## config.mk

```make
export PLATFORM = sky130hd
export DESIGN_NAME = dim_mapper
export DESIGN_NICKNAME = d
export VERILOG_FILES = /design/src/hdl/dim_pkg.sv /design/src/hdl/dim_img_ram.sv /design/src/hdl/dim_mapper.sv
export SDC_FILE = /design/constraint.sdc
export NUM_CORES = 1
export LEC_CHECK = 0
export BUFFER_PORTS_ARGS = -buffer_cell sky130_fd_sc_hd__buf_2
export CORE_UTILIZATION = 45
export DETAILED_ROUTE_END_ITERATION = 6
export PLACE_DENSITY_LB_ADDON = 0.05
export SKIP_LAST_GASP = 1
export SLEW_MARGIN = 10
export SYNTH_ARGS = -nofsm -noshare
export SYNTH_HDL_FRONTEND = slang
export SYNTH_SLANG_ARGS = --single-unit
```

## constraint.sdc

```tcl
create_clock -name mclk -period 3.35 [get_ports mclk]
set_clock_uncertainty 0.1 [all_clocks]
set_input_delay 0.67 -clock mclk [delete_from_list [all_inputs] [get_ports mclk]]
set_output_delay 0.67 -clock mclk [all_outputs]
set_load 0.005 [all_outputs]
```

## src/hdl/dim_pkg.sv

```systemverilog
// package: constants, types and register map of the digital input image mapper
package dim_pkg;

	// node and image geometry
	localparam int                  NUM_SLOTS      = 8;
	localparam int                  SLOT_IDX_W     = 3;
	localparam int                  CH_PER_SLOT    = 8;
	localparam int                  IMG_WORDS      = 32;
	localparam int                  IMG_AW         = 5;
	localparam int                  IMG_BYTE_AW    = 6;
	localparam logic [6:0]          IMG_BYTES      = 7'h40;

	// register byte offsets on the avalon slave
	localparam logic [7:0]          OFS_CTRL       = 8'h00;
	localparam logic [7:0]          OFS_STATUS     = 8'h04;
	localparam logic [7:0]          OFS_SLOT_TYPE  = 8'h08;
	localparam logic [7:0]          OFS_ACK        = 8'h0C;
	localparam logic [7:0]          OFS_OUT_IMG_LO = 8'h10;
	localparam logic [7:0]          OFS_OUT_IMG_HI = 8'h14;
	localparam logic [7:0]          OFS_IMG_BASE   = 8'h40;

	// field positions
	localparam int                  CTRL_EN_BIT    = 0;
	localparam int                  CTRL_ANA_LSB   = 8;
	localparam int                  STAT_BUSY_BIT  = 0;
	localparam int                  STAT_OVF_BIT   = 1;
	localparam int                  STAT_CNT_LSB   = 8;
	localparam int                  ACK_POS_LO     = 2;

	// reset values
	localparam logic [31:0]         CTRL_RST       = 32'h0000_0000;
	localparam logic [23:0]         SLOT_TYPE_RST  = 24'h00_0000;
	localparam logic [15:0]         ACK_RST        = 16'h0000;

	// kind of module plugged into each slot
	typedef enum logic [2:0] {
		MOD_NONE     = 3'h0,
		MOD_1CH_DIAG = 3'h1,
		MOD_2CH      = 3'h2,
		MOD_2CH_DIAG = 3'h3,
		MOD_2CH_ACK  = 3'h4,
		MOD_4CH      = 3'h5,
		MOD_8CH      = 3'h6
	} dim_mod_t;

	// bus side sequencer, gray along idle-mem-done
	typedef enum logic [1:0] {
		BUS_IDLE = 2'b00,
		BUS_MEM  = 2'b01,
		BUS_DONE = 2'b11
	} dim_bus_st_t;

	// image builder, gray along idle-scan-pad-fin
	typedef enum logic [1:0] {
		MAP_IDLE = 2'b00,
		MAP_SCAN = 2'b01,
		MAP_PAD  = 2'b11,
		MAP_FIN  = 2'b10
	} dim_map_st_t;

endpackage : dim_pkg

```

## src/hdl/dim_img_ram.sv

```systemverilog
// image memory: 16-bit words, byte lane writes, registered read data
`timescale 1ns/1ns
module dim_img_ram (
	// clock
	input  wire logic        mclk,
	// write port
	input  wire logic        wr_en,
	input  wire logic [4:0]  wr_addr,
	input  wire logic [1:0]  wr_be,
	input  wire logic [15:0] wr_data,
	// read port
	input  wire logic [4:0]  rd_addr,
	output logic      [15:0] rd_data_q
);

	logic [15:0] mem [0:dim_pkg::IMG_WORDS-1];

	// lane 0 is the lower byte address
	always_ff @(posedge mclk) begin
		if (wr_en && wr_be[0]) begin
			mem[wr_addr][7:0] <= wr_data[7:0];
		end
		if (wr_en && wr_be[1]) begin
			mem[wr_addr][15:8] <= wr_data[15:8];
		end
	end

	always_ff @(posedge mclk) begin
		rd_data_q <= mem[rd_addr];
	end

endmodule : dim_img_ram

```

## src/hdl/dim_mapper.sv

```systemverilog
// top: digital input image mapper with avalon-mm register slave
`timescale 1ns/1ns

// How it works
// - image held in word-aligned 16-bit words
// - even byte address is the low byte
// - one signal bit per input channel
// - digital bytes follow all analog data
// - slot byte follows all earlier slots' bytes
// - diagnostic modules add one fault bit/channel
// - one-channel diag: signal bit0, fault bit1
// - two-channel: channel1 bit0, channel2 bit1
// - two-channel diag: signals 0-1, faults 2-3
// - ack module flags fault immediately on arrival
// - cleared fault stays set until acknowledged
// - acks on output bits 2-3, bits 0-1 zero
// - four-channel: channels 1-4 on bits 0-3
// - eight-channel: channels 1-8 on bits 0-7
module dim_mapper (
	// clock and reset
	input  wire logic        mclk,
	input  wire logic        rst_n,
	// avalon-mm slave
	input  wire logic [7:0]  avs_address,
	input  wire logic        avs_read,
	input  wire logic        avs_write,
	input  wire logic [3:0]  avs_byteenable,
	input  wire logic [31:0] avs_writedata,
	output logic      [31:0] avs_readdata,
	output logic             avs_waitrequest,
	// field side, eight channels per slot, slot 0 in the low byte
	input  wire logic [63:0] channel_signal_bit,
	input  wire logic [63:0] channel_fault_bit,
	// output image toward the modules, one byte per slot
	output logic      [63:0] out_img_q
);

	////////////////////////////////////////////////////////////////////////////
	// functions

	function automatic logic [31:0] merge_be(input logic [31:0] old_v, input logic [31:0] new_v,
	                                         input logic [3:0] be);
		logic [31:0] r;
		r = old_v;
		for (int i = 0; i < 4; i++) begin
			if (be[i]) begin
				r[i*8 +: 8] = new_v[i*8 +: 8];
			end
		end
		return r;
	endfunction : merge_be

	function automatic dim_pkg::dim_mod_t slot_kind(input logic [23:0] types, input logic [2:0] s);
		logic [2:0] code;
		code = types[s*3 +: 3];
		if (code > 3'h6) begin
			return dim_pkg::MOD_NONE;
		end
		return dim_pkg::dim_mod_t'(code);
	endfunction : slot_kind

	// one input byte per module; unlisted positions stay zero
	function automatic logic [7:0] pack_byte(input dim_pkg::dim_mod_t k, input logic [7:0] sig,
	                                         input logic [7:0] diag);
		logic [7:0] b;
		b = 8'h00;
		unique case (k)
			dim_pkg::MOD_NONE:     b = 8'h00;
			dim_pkg::MOD_1CH_DIAG: b = {6'h00, diag[0], sig[0]};
			dim_pkg::MOD_2CH:      b = {6'h00, sig[1:0]};
			dim_pkg::MOD_2CH_DIAG,
			dim_pkg::MOD_2CH_ACK:  b = {4'h0, diag[1:0], sig[1:0]};
			dim_pkg::MOD_4CH:      b = {4'h0, sig[3:0]};
			dim_pkg::MOD_8CH:      b = sig;
		endcase
		return b;
	endfunction : pack_byte

	function automatic logic is_image(input logic [7:0] a);
		return a >= dim_pkg::OFS_IMG_BASE;
	endfunction : is_image

	////////////////////////////////////////////////////////////////////////////
	// declarations

	dim_pkg::dim_bus_st_t bus_st_q;
	dim_pkg::dim_map_st_t map_st_q;
	logic [31:0]          ctrl_q;
	logic [23:0]          slot_type_q;
	logic [15:0]          ack_q;
	logic [63:0]          lock_q;
	logic [2:0]           slot_q;
	logic [6:0]           ptr_q;
	logic [6:0]           dig_cnt_q;
	logic                 ovf_q;
	logic                 scan_ovf_q;
	logic [7:0]           addr_q;
	logic                 is_wr_q;
	logic [3:0]           be_q;
	logic [31:0]          wdata_q;
	logic [31:0]          reg_rdata;
	logic [15:0]          ram_rdata;
	logic                 bus_mem_rd;
	logic                 bus_mem_wr;
	logic                 map_wr;
	logic                 ram_wr_en;
	logic [4:0]           ram_wr_addr;
	logic [1:0]           ram_wr_be;
	logic [15:0]          ram_wr_data;
	logic [4:0]           ram_rd_addr;
	logic [6:0]           ana_start;
	logic [63:0]          eff_sig;
	logic [7:0]           cur_byte;
	dim_pkg::dim_mod_t    cur_kind;

	////////////////////////////////////////////////////////////////////////////
	// avalon slave sequencer

	always_ff @(posedge mclk or negedge rst_n) begin
		if (!rst_n) begin
			bus_st_q        <= dim_pkg::BUS_IDLE;
			avs_waitrequest <= 1'b1;
			avs_readdata    <= 32'h0000_0000;
			addr_q          <= 8'h00;
			is_wr_q         <= 1'b0;
			be_q            <= 4'h0;
			wdata_q         <= 32'h0000_0000;
		end else begin
			unique case (bus_st_q)
				dim_pkg::BUS_IDLE: begin
					avs_waitrequest <= 1'b1;
					if (avs_read || avs_write) begin
						addr_q  <= avs_address;
						is_wr_q <= avs_write;
						be_q    <= avs_byteenable;
						wdata_q <= avs_writedata;
						if (avs_read && is_image(avs_address)) begin
							bus_st_q <= dim_pkg::BUS_MEM;
						end else begin
							avs_readdata    <= avs_read ? reg_rdata : 32'h0000_0000;
							avs_waitrequest <= 1'b0;
							bus_st_q        <= dim_pkg::BUS_DONE;
						end
					end
				end
				dim_pkg::BUS_MEM: begin
					avs_readdata    <= {16'h0000, ram_rdata};
					avs_waitrequest <= 1'b0;
					bus_st_q        <= dim_pkg::BUS_DONE;
				end
				dim_pkg::BUS_DONE: begin
					avs_waitrequest <= 1'b1;
					bus_st_q        <= dim_pkg::BUS_IDLE;
				end
			endcase
		end
	end

	// register read mux, unmapped offsets read zero
	always_comb begin
		reg_rdata = 32'h0000_0000;
		unique case (avs_address)
			dim_pkg::OFS_CTRL:       reg_rdata = ctrl_q;
			dim_pkg::OFS_STATUS:     reg_rdata = {16'h0000, 1'b0, dig_cnt_q, 6'h00, ovf_q,
			                                      map_st_q != dim_pkg::MAP_IDLE};
			dim_pkg::OFS_SLOT_TYPE:  reg_rdata = {8'h00, slot_type_q};
			dim_pkg::OFS_ACK:        reg_rdata = {16'h0000, ack_q};
			dim_pkg::OFS_OUT_IMG_LO: reg_rdata = out_img_q[31:0];
			dim_pkg::OFS_OUT_IMG_HI: reg_rdata = out_img_q[63:32];
			default:                 reg_rdata = 32'h0000_0000;
		endcase
	end

	////////////////////////////////////////////////////////////////////////////
	// software registers, written at the edge where waitrequest is low

	always_ff @(posedge mclk or negedge rst_n) begin
		if (!rst_n) begin
			ctrl_q      <= dim_pkg::CTRL_RST;
			slot_type_q <= dim_pkg::SLOT_TYPE_RST;
			ack_q       <= dim_pkg::ACK_RST;
		end else if (bus_st_q == dim_pkg::BUS_DONE && is_wr_q) begin
			unique case (addr_q)
				dim_pkg::OFS_CTRL:      ctrl_q      <= merge_be(ctrl_q, wdata_q, be_q);
				dim_pkg::OFS_SLOT_TYPE: slot_type_q <= 24'(merge_be({8'h00, slot_type_q}, wdata_q, be_q));
				dim_pkg::OFS_ACK:       ack_q       <= 16'(merge_be({16'h0000, ack_q}, wdata_q, be_q));
				default: ;
			endcase
		end
	end

	////////////////////////////////////////////////////////////////////////////
	// fault lockout for acknowledge modules

	// fault sets at once and wins over a concurrent acknowledge
	always_ff @(posedge mclk or negedge rst_n) begin
		if (!rst_n) begin
			lock_q <= 64'h0000_0000_0000_0000;
		end else begin
			for (int s = 0; s < dim_pkg::NUM_SLOTS; s++) begin
				for (int c = 0; c < dim_pkg::CH_PER_SLOT; c++) begin
					if (slot_kind(slot_type_q, 3'(s)) != dim_pkg::MOD_2CH_ACK || c > 1) begin
						lock_q[s*8+c] <= 1'b0;
					end else if (channel_fault_bit[s*8+c]) begin
						lock_q[s*8+c] <= 1'b1;
					end else if (ack_q[s*2+(c%2)]) begin
						lock_q[s*8+c] <= 1'b0;
					end
				end
			end
		end
	end

	// a locked channel reads inactive
	always_comb begin
		eff_sig = channel_signal_bit & ~lock_q;
	end

	// output image: acknowledge bits at 2 and 3, everything else zero
	always_ff @(posedge mclk or negedge rst_n) begin
		if (!rst_n) begin
			out_img_q <= 64'h0000_0000_0000_0000;
		end else begin
			for (int s = 0; s < dim_pkg::NUM_SLOTS; s++) begin
				if (slot_kind(slot_type_q, 3'(s)) == dim_pkg::MOD_2CH_ACK) begin
					out_img_q[s*8 +: 8] <= {4'h0, ack_q[s*2 +: 2], 2'b00};
				end else begin
					out_img_q[s*8 +: 8] <= 8'h00;
				end
			end
		end
	end

	////////////////////////////////////////////////////////////////////////////
	// image builder

	// digital data starts on the word after the analog block
	always_comb begin
		ana_start = ctrl_q[dim_pkg::CTRL_ANA_LSB +: 7] + {6'h00, ctrl_q[dim_pkg::CTRL_ANA_LSB]};
		cur_kind  = slot_kind(slot_type_q, slot_q);
		cur_byte  = pack_byte(cur_kind, eff_sig[slot_q*8 +: 8],
		                      (cur_kind == dim_pkg::MOD_2CH_ACK) ? lock_q[slot_q*8 +: 8]
		                                                         : channel_fault_bit[slot_q*8 +: 8]);
	end

	// the bus owns the write port while it writes the image; image reads use the read port and bus_mem_rd is not used
	assign bus_mem_rd = (bus_st_q == dim_pkg::BUS_IDLE) && avs_read && is_image(avs_address);
	assign bus_mem_wr = (bus_st_q == dim_pkg::BUS_DONE) && is_wr_q && is_image(addr_q);
	assign map_wr     = !bus_mem_wr && ptr_q < dim_pkg::IMG_BYTES &&
	                    ((map_st_q == dim_pkg::MAP_SCAN && cur_kind != dim_pkg::MOD_NONE) ||
	                     map_st_q == dim_pkg::MAP_PAD);

	always_ff @(posedge mclk or negedge rst_n) begin
		if (!rst_n) begin
			map_st_q   <= dim_pkg::MAP_IDLE;
			slot_q     <= 3'h0;
			ptr_q      <= 7'h00;
			dig_cnt_q  <= 7'h00;
			ovf_q      <= 1'b0;
			scan_ovf_q <= 1'b0;
		end else begin
			unique case (map_st_q)
				dim_pkg::MAP_IDLE: begin
					if (ctrl_q[dim_pkg::CTRL_EN_BIT]) begin
						slot_q     <= 3'h0;
						ptr_q      <= ana_start;
						scan_ovf_q <= 1'b0;
						map_st_q   <= dim_pkg::MAP_SCAN;
					end
				end
				dim_pkg::MAP_SCAN: begin
					if (!bus_mem_wr) begin
						if (cur_kind != dim_pkg::MOD_NONE) begin
							if (ptr_q >= dim_pkg::IMG_BYTES) begin
								scan_ovf_q <= 1'b1;
							end else begin
								ptr_q <= ptr_q + 7'h01;
							end
						end
						if (slot_q == 3'(dim_pkg::NUM_SLOTS - 1)) begin
							map_st_q <= dim_pkg::MAP_PAD;
						end
						slot_q <= slot_q + 3'h1;
					end
				end
				dim_pkg::MAP_PAD: begin
					if (!bus_mem_wr) begin
						map_st_q <= dim_pkg::MAP_FIN;
					end
				end
				dim_pkg::MAP_FIN: begin
					dig_cnt_q <= ptr_q - ana_start;
					ovf_q     <= scan_ovf_q;
					map_st_q  <= dim_pkg::MAP_IDLE;
				end
			endcase
		end
	end

	// pad writes a zero lane only when the last word is half used
	always_comb begin
		ram_wr_en   = 1'b0;
		ram_wr_addr = 5'h00;
		ram_wr_be   = 2'b00;
		ram_wr_data = 16'h0000;
		if (bus_mem_wr) begin
			ram_wr_en   = 1'b1;
			ram_wr_addr = addr_q[6:2] - 5'h10;
			ram_wr_be   = be_q[1:0];
			ram_wr_data = wdata_q[15:0];
		end else if (map_wr) begin
			ram_wr_en   = (map_st_q == dim_pkg::MAP_SCAN) || ptr_q[0];
			ram_wr_addr = ptr_q[5:1];
			ram_wr_be   = ptr_q[0] ? 2'b10 : 2'b01;
			ram_wr_data = (map_st_q == dim_pkg::MAP_SCAN) ? {cur_byte, cur_byte} : 16'h0000;
		end
		ram_rd_addr = avs_address[6:2] - 5'h10;
	end

	////////////////////////////////////////////////////////////////////////////
	// image memory

	dim_img_ram u_img (
		.mclk      (mclk),
		.wr_en     (ram_wr_en),
		.wr_addr   (ram_wr_addr),
		.wr_be     (ram_wr_be),
		.wr_data   (ram_wr_data),
		.rd_addr   (ram_rd_addr),
		.rd_data_q (ram_rdata)
	);

endmodule : dim_mapper

```

Word-level counts from Yosys, hierarchy flattened
Memories as Yosys holds them, arrays and structs flattened. A register that Yosys moved wholly into a read port is not among the register bits.
Cells that the tools add are included.
{ "classes": {"n_bitwise": 2, "eq_ne": 44, "order_cmp": 13, "n_reduce_logical": 53, "n_addsub": 6, "muxes": 128, "shifts": 4, "mul": 1} }
{ "ops": {"columns": ["operator", "n"], "rows": [
  ["$pmux W32 S6", 1],
  ["$shiftx A64 B7 Y2", 2],
  ["$mux W32", 3],
  ["$mux W1", 69],
  ["$and A64 B64 Y64", 1],
  ["$not A58 Y64", 1],
  ["$pmux W32 S2", 1],
  ["$shiftx A64 B7 Y8", 1],
  ["$mux W3", 20],
  ["$reduce_bool A3 Y1", 17],
  ["$mux W16", 3],
  ["$pmux W8 S6", 1],
  ["$eq A3 B3 Y1 const B", 12],
  ["$reduce_and A3 Y1", 11],
  ["$eq A8 B4 Y1 const B", 4],
  ["$mux W4", 8],
  ["$mux W7", 4],
  ["$gt A3 B3 Y1 const B", 9],
  ["$ne A3 B3 Y1 const B", 8],
  ["$shiftx A24 B6 Y3", 1],
  ["$mux W2", 10],
  ["$eq A8 B5 Y1 const B", 2],
  ["$ge A8 B7 Y1 const B", 2],
  ["$logic_not A8 Y1", 2],
  ["other kinds (32)", 58]
]} }
{ "totals": {"regBits": 253, "out_inout_bits": 97, "mem_count": 1, "ram_bits": 512, "inputBits": 176, "elab_cells": 291} }
{ "mem_list": {"columns": ["name", "words", "word_bits", "rd", "rd_ports_with_merged_regs", "write_ports", "line", "text"], "rows": [
  ["u_img.mem", 32, 16, 1, 1, 1, "dim_img_ram.sv:16", "logic [15:0] mem [0:dim_pkg::IMG_WORDS-1];"]
]} }

Depth between registers and ports, before layout
{ "logic_depth": {"ltp_word": 14, "ltp_mapped": 11, "mapped_depth_nobuf": 10} }

By module
Synthesis repeated with hierarchy kept, for this count alone.
{ "hier_totals": {"hier_cells": 2098, "hier_area_um2": 31281.3} }
{ "modules_own_cells": {"columns": ["module", "instances", "seq_area_each_um2", "area_each_um2", "cells_each"], "rows": [
  ["dim_img_ram", 1, 15695.1, 20703.6, 1188],
  ["dim_mapper", 1, 5131.2, 10577.6, 910]
]} }

Worst setup path before layout
Ideal clock, no wire load.
{ "synth_timing": {"kind": "register to register", "startpoint": "register slot_q[2]", "endpoint": "memory u_img.mem[0][3], data pin", "setup_ns": 0.449, "n_path_buf": 2, "path_stages_with_launch": 10, "path_slack_ns": 0.018, "required_time_ns": 2.801, "arrival_ns": 2.783, "period_less_slack_ns": 3.332, "path_cell_list": "dfrtp_1 clkbuf_1 mux4_2 mux2_2 clkbuf_1 nor3_2 mux2i_1 o21ai_0 o2111ai_1 nand3_1"} }
{ "synth_between": {"elab_chain_len": 11, "word_cells_on_any_way": 25, "classes_between": "1 x mul; 1 x order compare; 6 x eq/ne; 4 x shift; 7 x mux; 6 x reduce/logical"} }
{ "synth_lines": {"columns": ["item", "line", "text"], "rows": [
  ["start, declared", "dim_mapper.sv:92", "logic [2:0] slot_q;"],
  ["start signal, assigned", "dim_mapper.sv:283", "slot_q <= slot_q + 3'h1;"],
  ["$mul A3 B2 Y5", "dim_mapper.sv:55", "code = types[s*3 +: 3];"],
  ["$shiftx A24 B6 Y3", "dim_mapper.sv:55", null],
  ["$gt A3 B3 Y1", "dim_mapper.sv:56", "if (code > 3'h6) begin"],
  ["$mux W1", "dim_mapper.sv:56", null],
  ["$mux W3", "dim_mapper.sv:59", "return dim_pkg::dim_mod_t'(code);"],
  ["$eq A3 B3 Y1 (tied with other cells)", "dim_mapper.sv:67, dim_mapper.sv:242", null],
  ["$mux W2 (tied with other cells)", "dim_mapper.sv:242", "(cur_kind == dim_pkg::MOD_2CH_ACK) ? lock_q[slot_q*8 +: 8]"],
  ["$pmux W8 S6 / $logic_or A1 B1 Y1 (equally long branches)", "dim_mapper.sv:67, dim_mapper.sv:250", null],
  ["$mux W16 / $logic_and A1 B1 Y1 (equally long branches)", "dim_mapper.sv:315, dim_mapper.sv:249", null],
  ["$mux W16 *", "dim_mapper.sv:311", "end else if (map_wr) begin"],
  ["$mux W16 *", "dim_mapper.sv:306", "if (bus_mem_wr) begin"],
  ["named net ram_wr_data[3]", "dim_mapper.sv:109", "logic [15:0] ram_wr_data;"],
  ["end, declared", "dim_img_ram.sv:16", null]
]} }
The timed path passes the listed nets; every way through them passes the cells marked *.

Final worst setup path
{ "layout_timing": {"startpoint": "register slot_q[0]", "endpoint": "memory u_img.mem[15][11], data pin"} }
Same word-level chain as after synthesis.

==> flow_metrics.py <==
metrics = {
    "status": {
        "outcome": "complete, no violations",
    },
    "die": {
        "io_pins": 273,
        "core_region_area_um2": 67400,
        "start_util": 0.456,
        "fp.dieH_um": 263,
        "dieWidth_um": 263,
        "dieArea_um2": 69400,
        "rows": 95,
    },
    "route": {
        "firstDrtPassIters": 5,
        "drt_wl_total_um": 80700,
        "wl_per_cell_um": 26.5,
        "drtIter0Drc": 1594,
        "vias": 17500,
        "vias_per_cell": 5.73,
        "ant_nets": 0,
        "drc": 0,
    },
    "synthesis": {
        "synth_area_um2": 30800,
        "yosys.cell_types.count": 73,
        "avgSynthCellArea_um2": 17.4,
        "synth_area_leaders": "edfxtp_1 50%, dfrtp_1 17%, mux4_2 14%",
        "synth_cells": 1765,
        "yosysWarnings": 0,
        "async_flop_share": 0.280,
        "ys_seq_elements": 733,
        "synth-seq-area-share": 0.677,
        "ys.flop_type": "edfxtp_1",
        "synth_top_area_frac": 0.500,
        "ys_top_cells_by_count": "512 x edfxtp_1, 204 x dfrtp_1, 190 x mux4_2, 145 x mux2_2, 132 x nor2_1",
        "synth_edf_count": 512,
        "yosys.cell_count.top_type": "edfxtp_1",
        "yosys.area.top_type": "edfxtp_1",
    },
    "grt": {
        "antenna_found_initial": 3,
        "overflow": 0,
        "grt_max_degree": 77,
        "track_usage": 0.234,
        "grt_pass1_vias": 17800,
        "grt_pass1_wl_um": 118000,
    },
    "setup_path": {
        "crit_family": "multiplexers",
        "cp_common_cell": "buf_4",
        "path_cells": "mux4_2 > mux2i_1 > buf_4 > o41ai_1 > nor4_1 > a31oi_1 > o2111ai_2 > nand3_1 > buf_4",
        "arrival_ps": 3510,
        "crit_type": "reg2reg",
        "worst_setup_path_end_kind": "flop",
        "start_kind": "flop",
        "cp.required_ps": 3570,
        "crit_fanout": 16,
        "slowest_delay_ps": 570,
        "critPathBufInv": 2,
        "crit_path_top_delay_cell": "mux4_2",
    },
    "finish": {
        "final_nets": 2301,
        "n_antenna_cell": 0,
        "area_delta_synth_final_pct": 18.9,
        "multi_input_area_um2": 9360,
        "finish.utilization": 0.542,
        "fillers": 5438,
        "seq_area_um2": 20800,
        "drive_gt1_frac": 0.386,
        "instances_no_fill": 3049,
    },
    "clock_tree": {
        "cts-htree-levels": 3,
        "cts.sinks": 733,
        "clkLatencyLatePin_ps": 610,
        "cts.path.max_buffers": 3,
        "clkSlewWorstSetupHoldPaths_ps": 70,
        "cts_tree": "done",
        "cts_buffers": 77,
        "clock_tree.root_cell": "clkbuf_16",
    },
    "timing": {
        "maxSlewHeadroom": 0.483,
        "fin_crit_ps": 3290,
        "slew_viol_final": 0,
        "worst_slew_pin_slew_ps": 775,
        "fin_tns_setup_ps": 0,
        "max_freq_mhz": 304,
        "fin_ws_ps": 64.1,
        "post-route-period-util": 0.981,
        "rsz0062_at_grt": "false",
        "finalHoldViolations": 0,
        "setup_viol": 0,
    },
    "place": {
        "place_ws_ps": -13.1,
        "numPortBuffers": 176,
        "dp.cells": 2902,
        "gp_congestion": 0.899,
        "place_hpwl_um": 55200,
    },
    "job": {
        "maxCapViolCount": 0,
    },
    "power_and_ir_drop": {
        "power_density_nw_per_um2": 681,
        "power.leakage_nw": 13.8,
        "ir_worst_vdd_mv": 0.313,
        "finalPower_mw": 24.9,
    },
    "min_path": {
        "hold_class": "in2reg",
    },
}
==> layout make-up <==
cell class              count  share of cell area
flip-flops and latches    733               0.570
multi-input cells         909               0.256
repair buffers            354              0.0722
clock buffers             103              0.0586
well taps                 873              0.0299
clock inverters            37             0.00951
inverters                  40             0.00421
==> sequential cells by signal, indices dropped and copies added (netlist names), 16 cells and up <==
signal and count:
u_img.rd_data_q 16, ctrl_q 32, u_img.mem 512, slot_type_q 24, lock_q 16, wdata_q 32, out_img_q 16, avs_readdata 32
ack_q 16
==> worst reg2reg max path: cells and delay by family (launching register included) <==
family	cells	cell delay, ps
muxes	2	830
and+or+nand+nor	2	710
AOI/OAI and AO/OA	3	350
buffers and inverters	2	510
DFF	1	510
==> cells by family (layout without fill, tap and decap cells) <==
| kind of cell | Yosys count | after routing | share of synthesized area |
|---|---|---|---|
| AO/OA/AOI/OAI | 201 | 202 | 0.0491 |
| buffers and inverters | 171 | 534 | 0.0273 |
| multiplexers | 348 | 348 | 0.197 |
| adder cells (fa/ha/maj) | 10 | 10 | 0.00407 |
| AND/OR/NAND/NOR | 290 | 290 | 0.0426 |
| flip-flops | 733 | 733 | 0.677 |
| other | 1 | 48 | 0.000122 |
| XOR/XNOR | 11 | 11 | 0.00313 |
==> per-stage QoR <==
step	hold WS [ps]	cell area, µm²
3_5_place_dp	370	33900
4_1_cts	153	36400
3_3_place_gp	360	33900
5_1_grt	165	36600
6_report	188	36600
2_1_floorplan	274	30900
==> routing by layer <==
metal,GRT usage,part of all wire
met5,0,0.00016
met2,0.374,0.48
met3,0.0408,0.051
met1,0.329,0.44
met4,0.0714,0.027
==> timing repair <==
action                     4_1_cts  5_1_grt
pin swaps                        0        3
setup buffers                    0        4
gates resized for setup          2       11
hold endpoints to repair        71        0
cloned                           0        2
setup endpoints to repair      111      626
hold buffers                     1        0
==> placed cells by master (no fill, tap or decap), types with 10 or more instances in the layout <==
cell type  instances
buf_4            146
a22o_1            13
a222oi_1          10
buf_12            30
a21o_1            17
a22oi_1           15
nor2_1           132
nor3_1            11
a21oi_1           38
clkinv_1          15
nand3_1           17
ha_1              10
buf_2            173
dfxtp_1           16
clkinv_2          15
mux2_2           145
nand2_1           70
clkbuf_1          18
mux4_2           190
mux2i_1           12
inv_1             38
a32oi_1           11
edfxtp_1         512
conb_1            48
clkbuf_16         82
dfrtp_1          203
o21ai_0           33
==> power by group <==
group | switching (mW) | leakage (nW) | internal (mW)
registers | 0.717 | 7.60 | 10.8
logic | 2.79 | 5.02 | 2.11
clock network | 3.48 | 1.23 | 4.97
total | 6.99 | 13.8 | 17.9
==> worst paths after layout <==
check / slack [ps] / to / depth (start not counted) / startpoint
setup / recovery: 60 / u_img.mem[15][11] / 9 / slot_q[0]
hold / removal: 190 / be_q[3] / 2 / avs_byteenable[3]
setup reg to reg: 60 / u_img.mem[15][11] / 9 / slot_q[0]
hold reg to reg: 380 / dig_cnt_q[2] / 2 / dig_cnt_q[2]
max in group asynchronous: 1800 / wdata_q[8] / 3 / rst_n
min in group asynchronous: 540 / wdata_q[15] / 2 / rst_n
No activity file was read; power rests on OpenSTA's default activity.
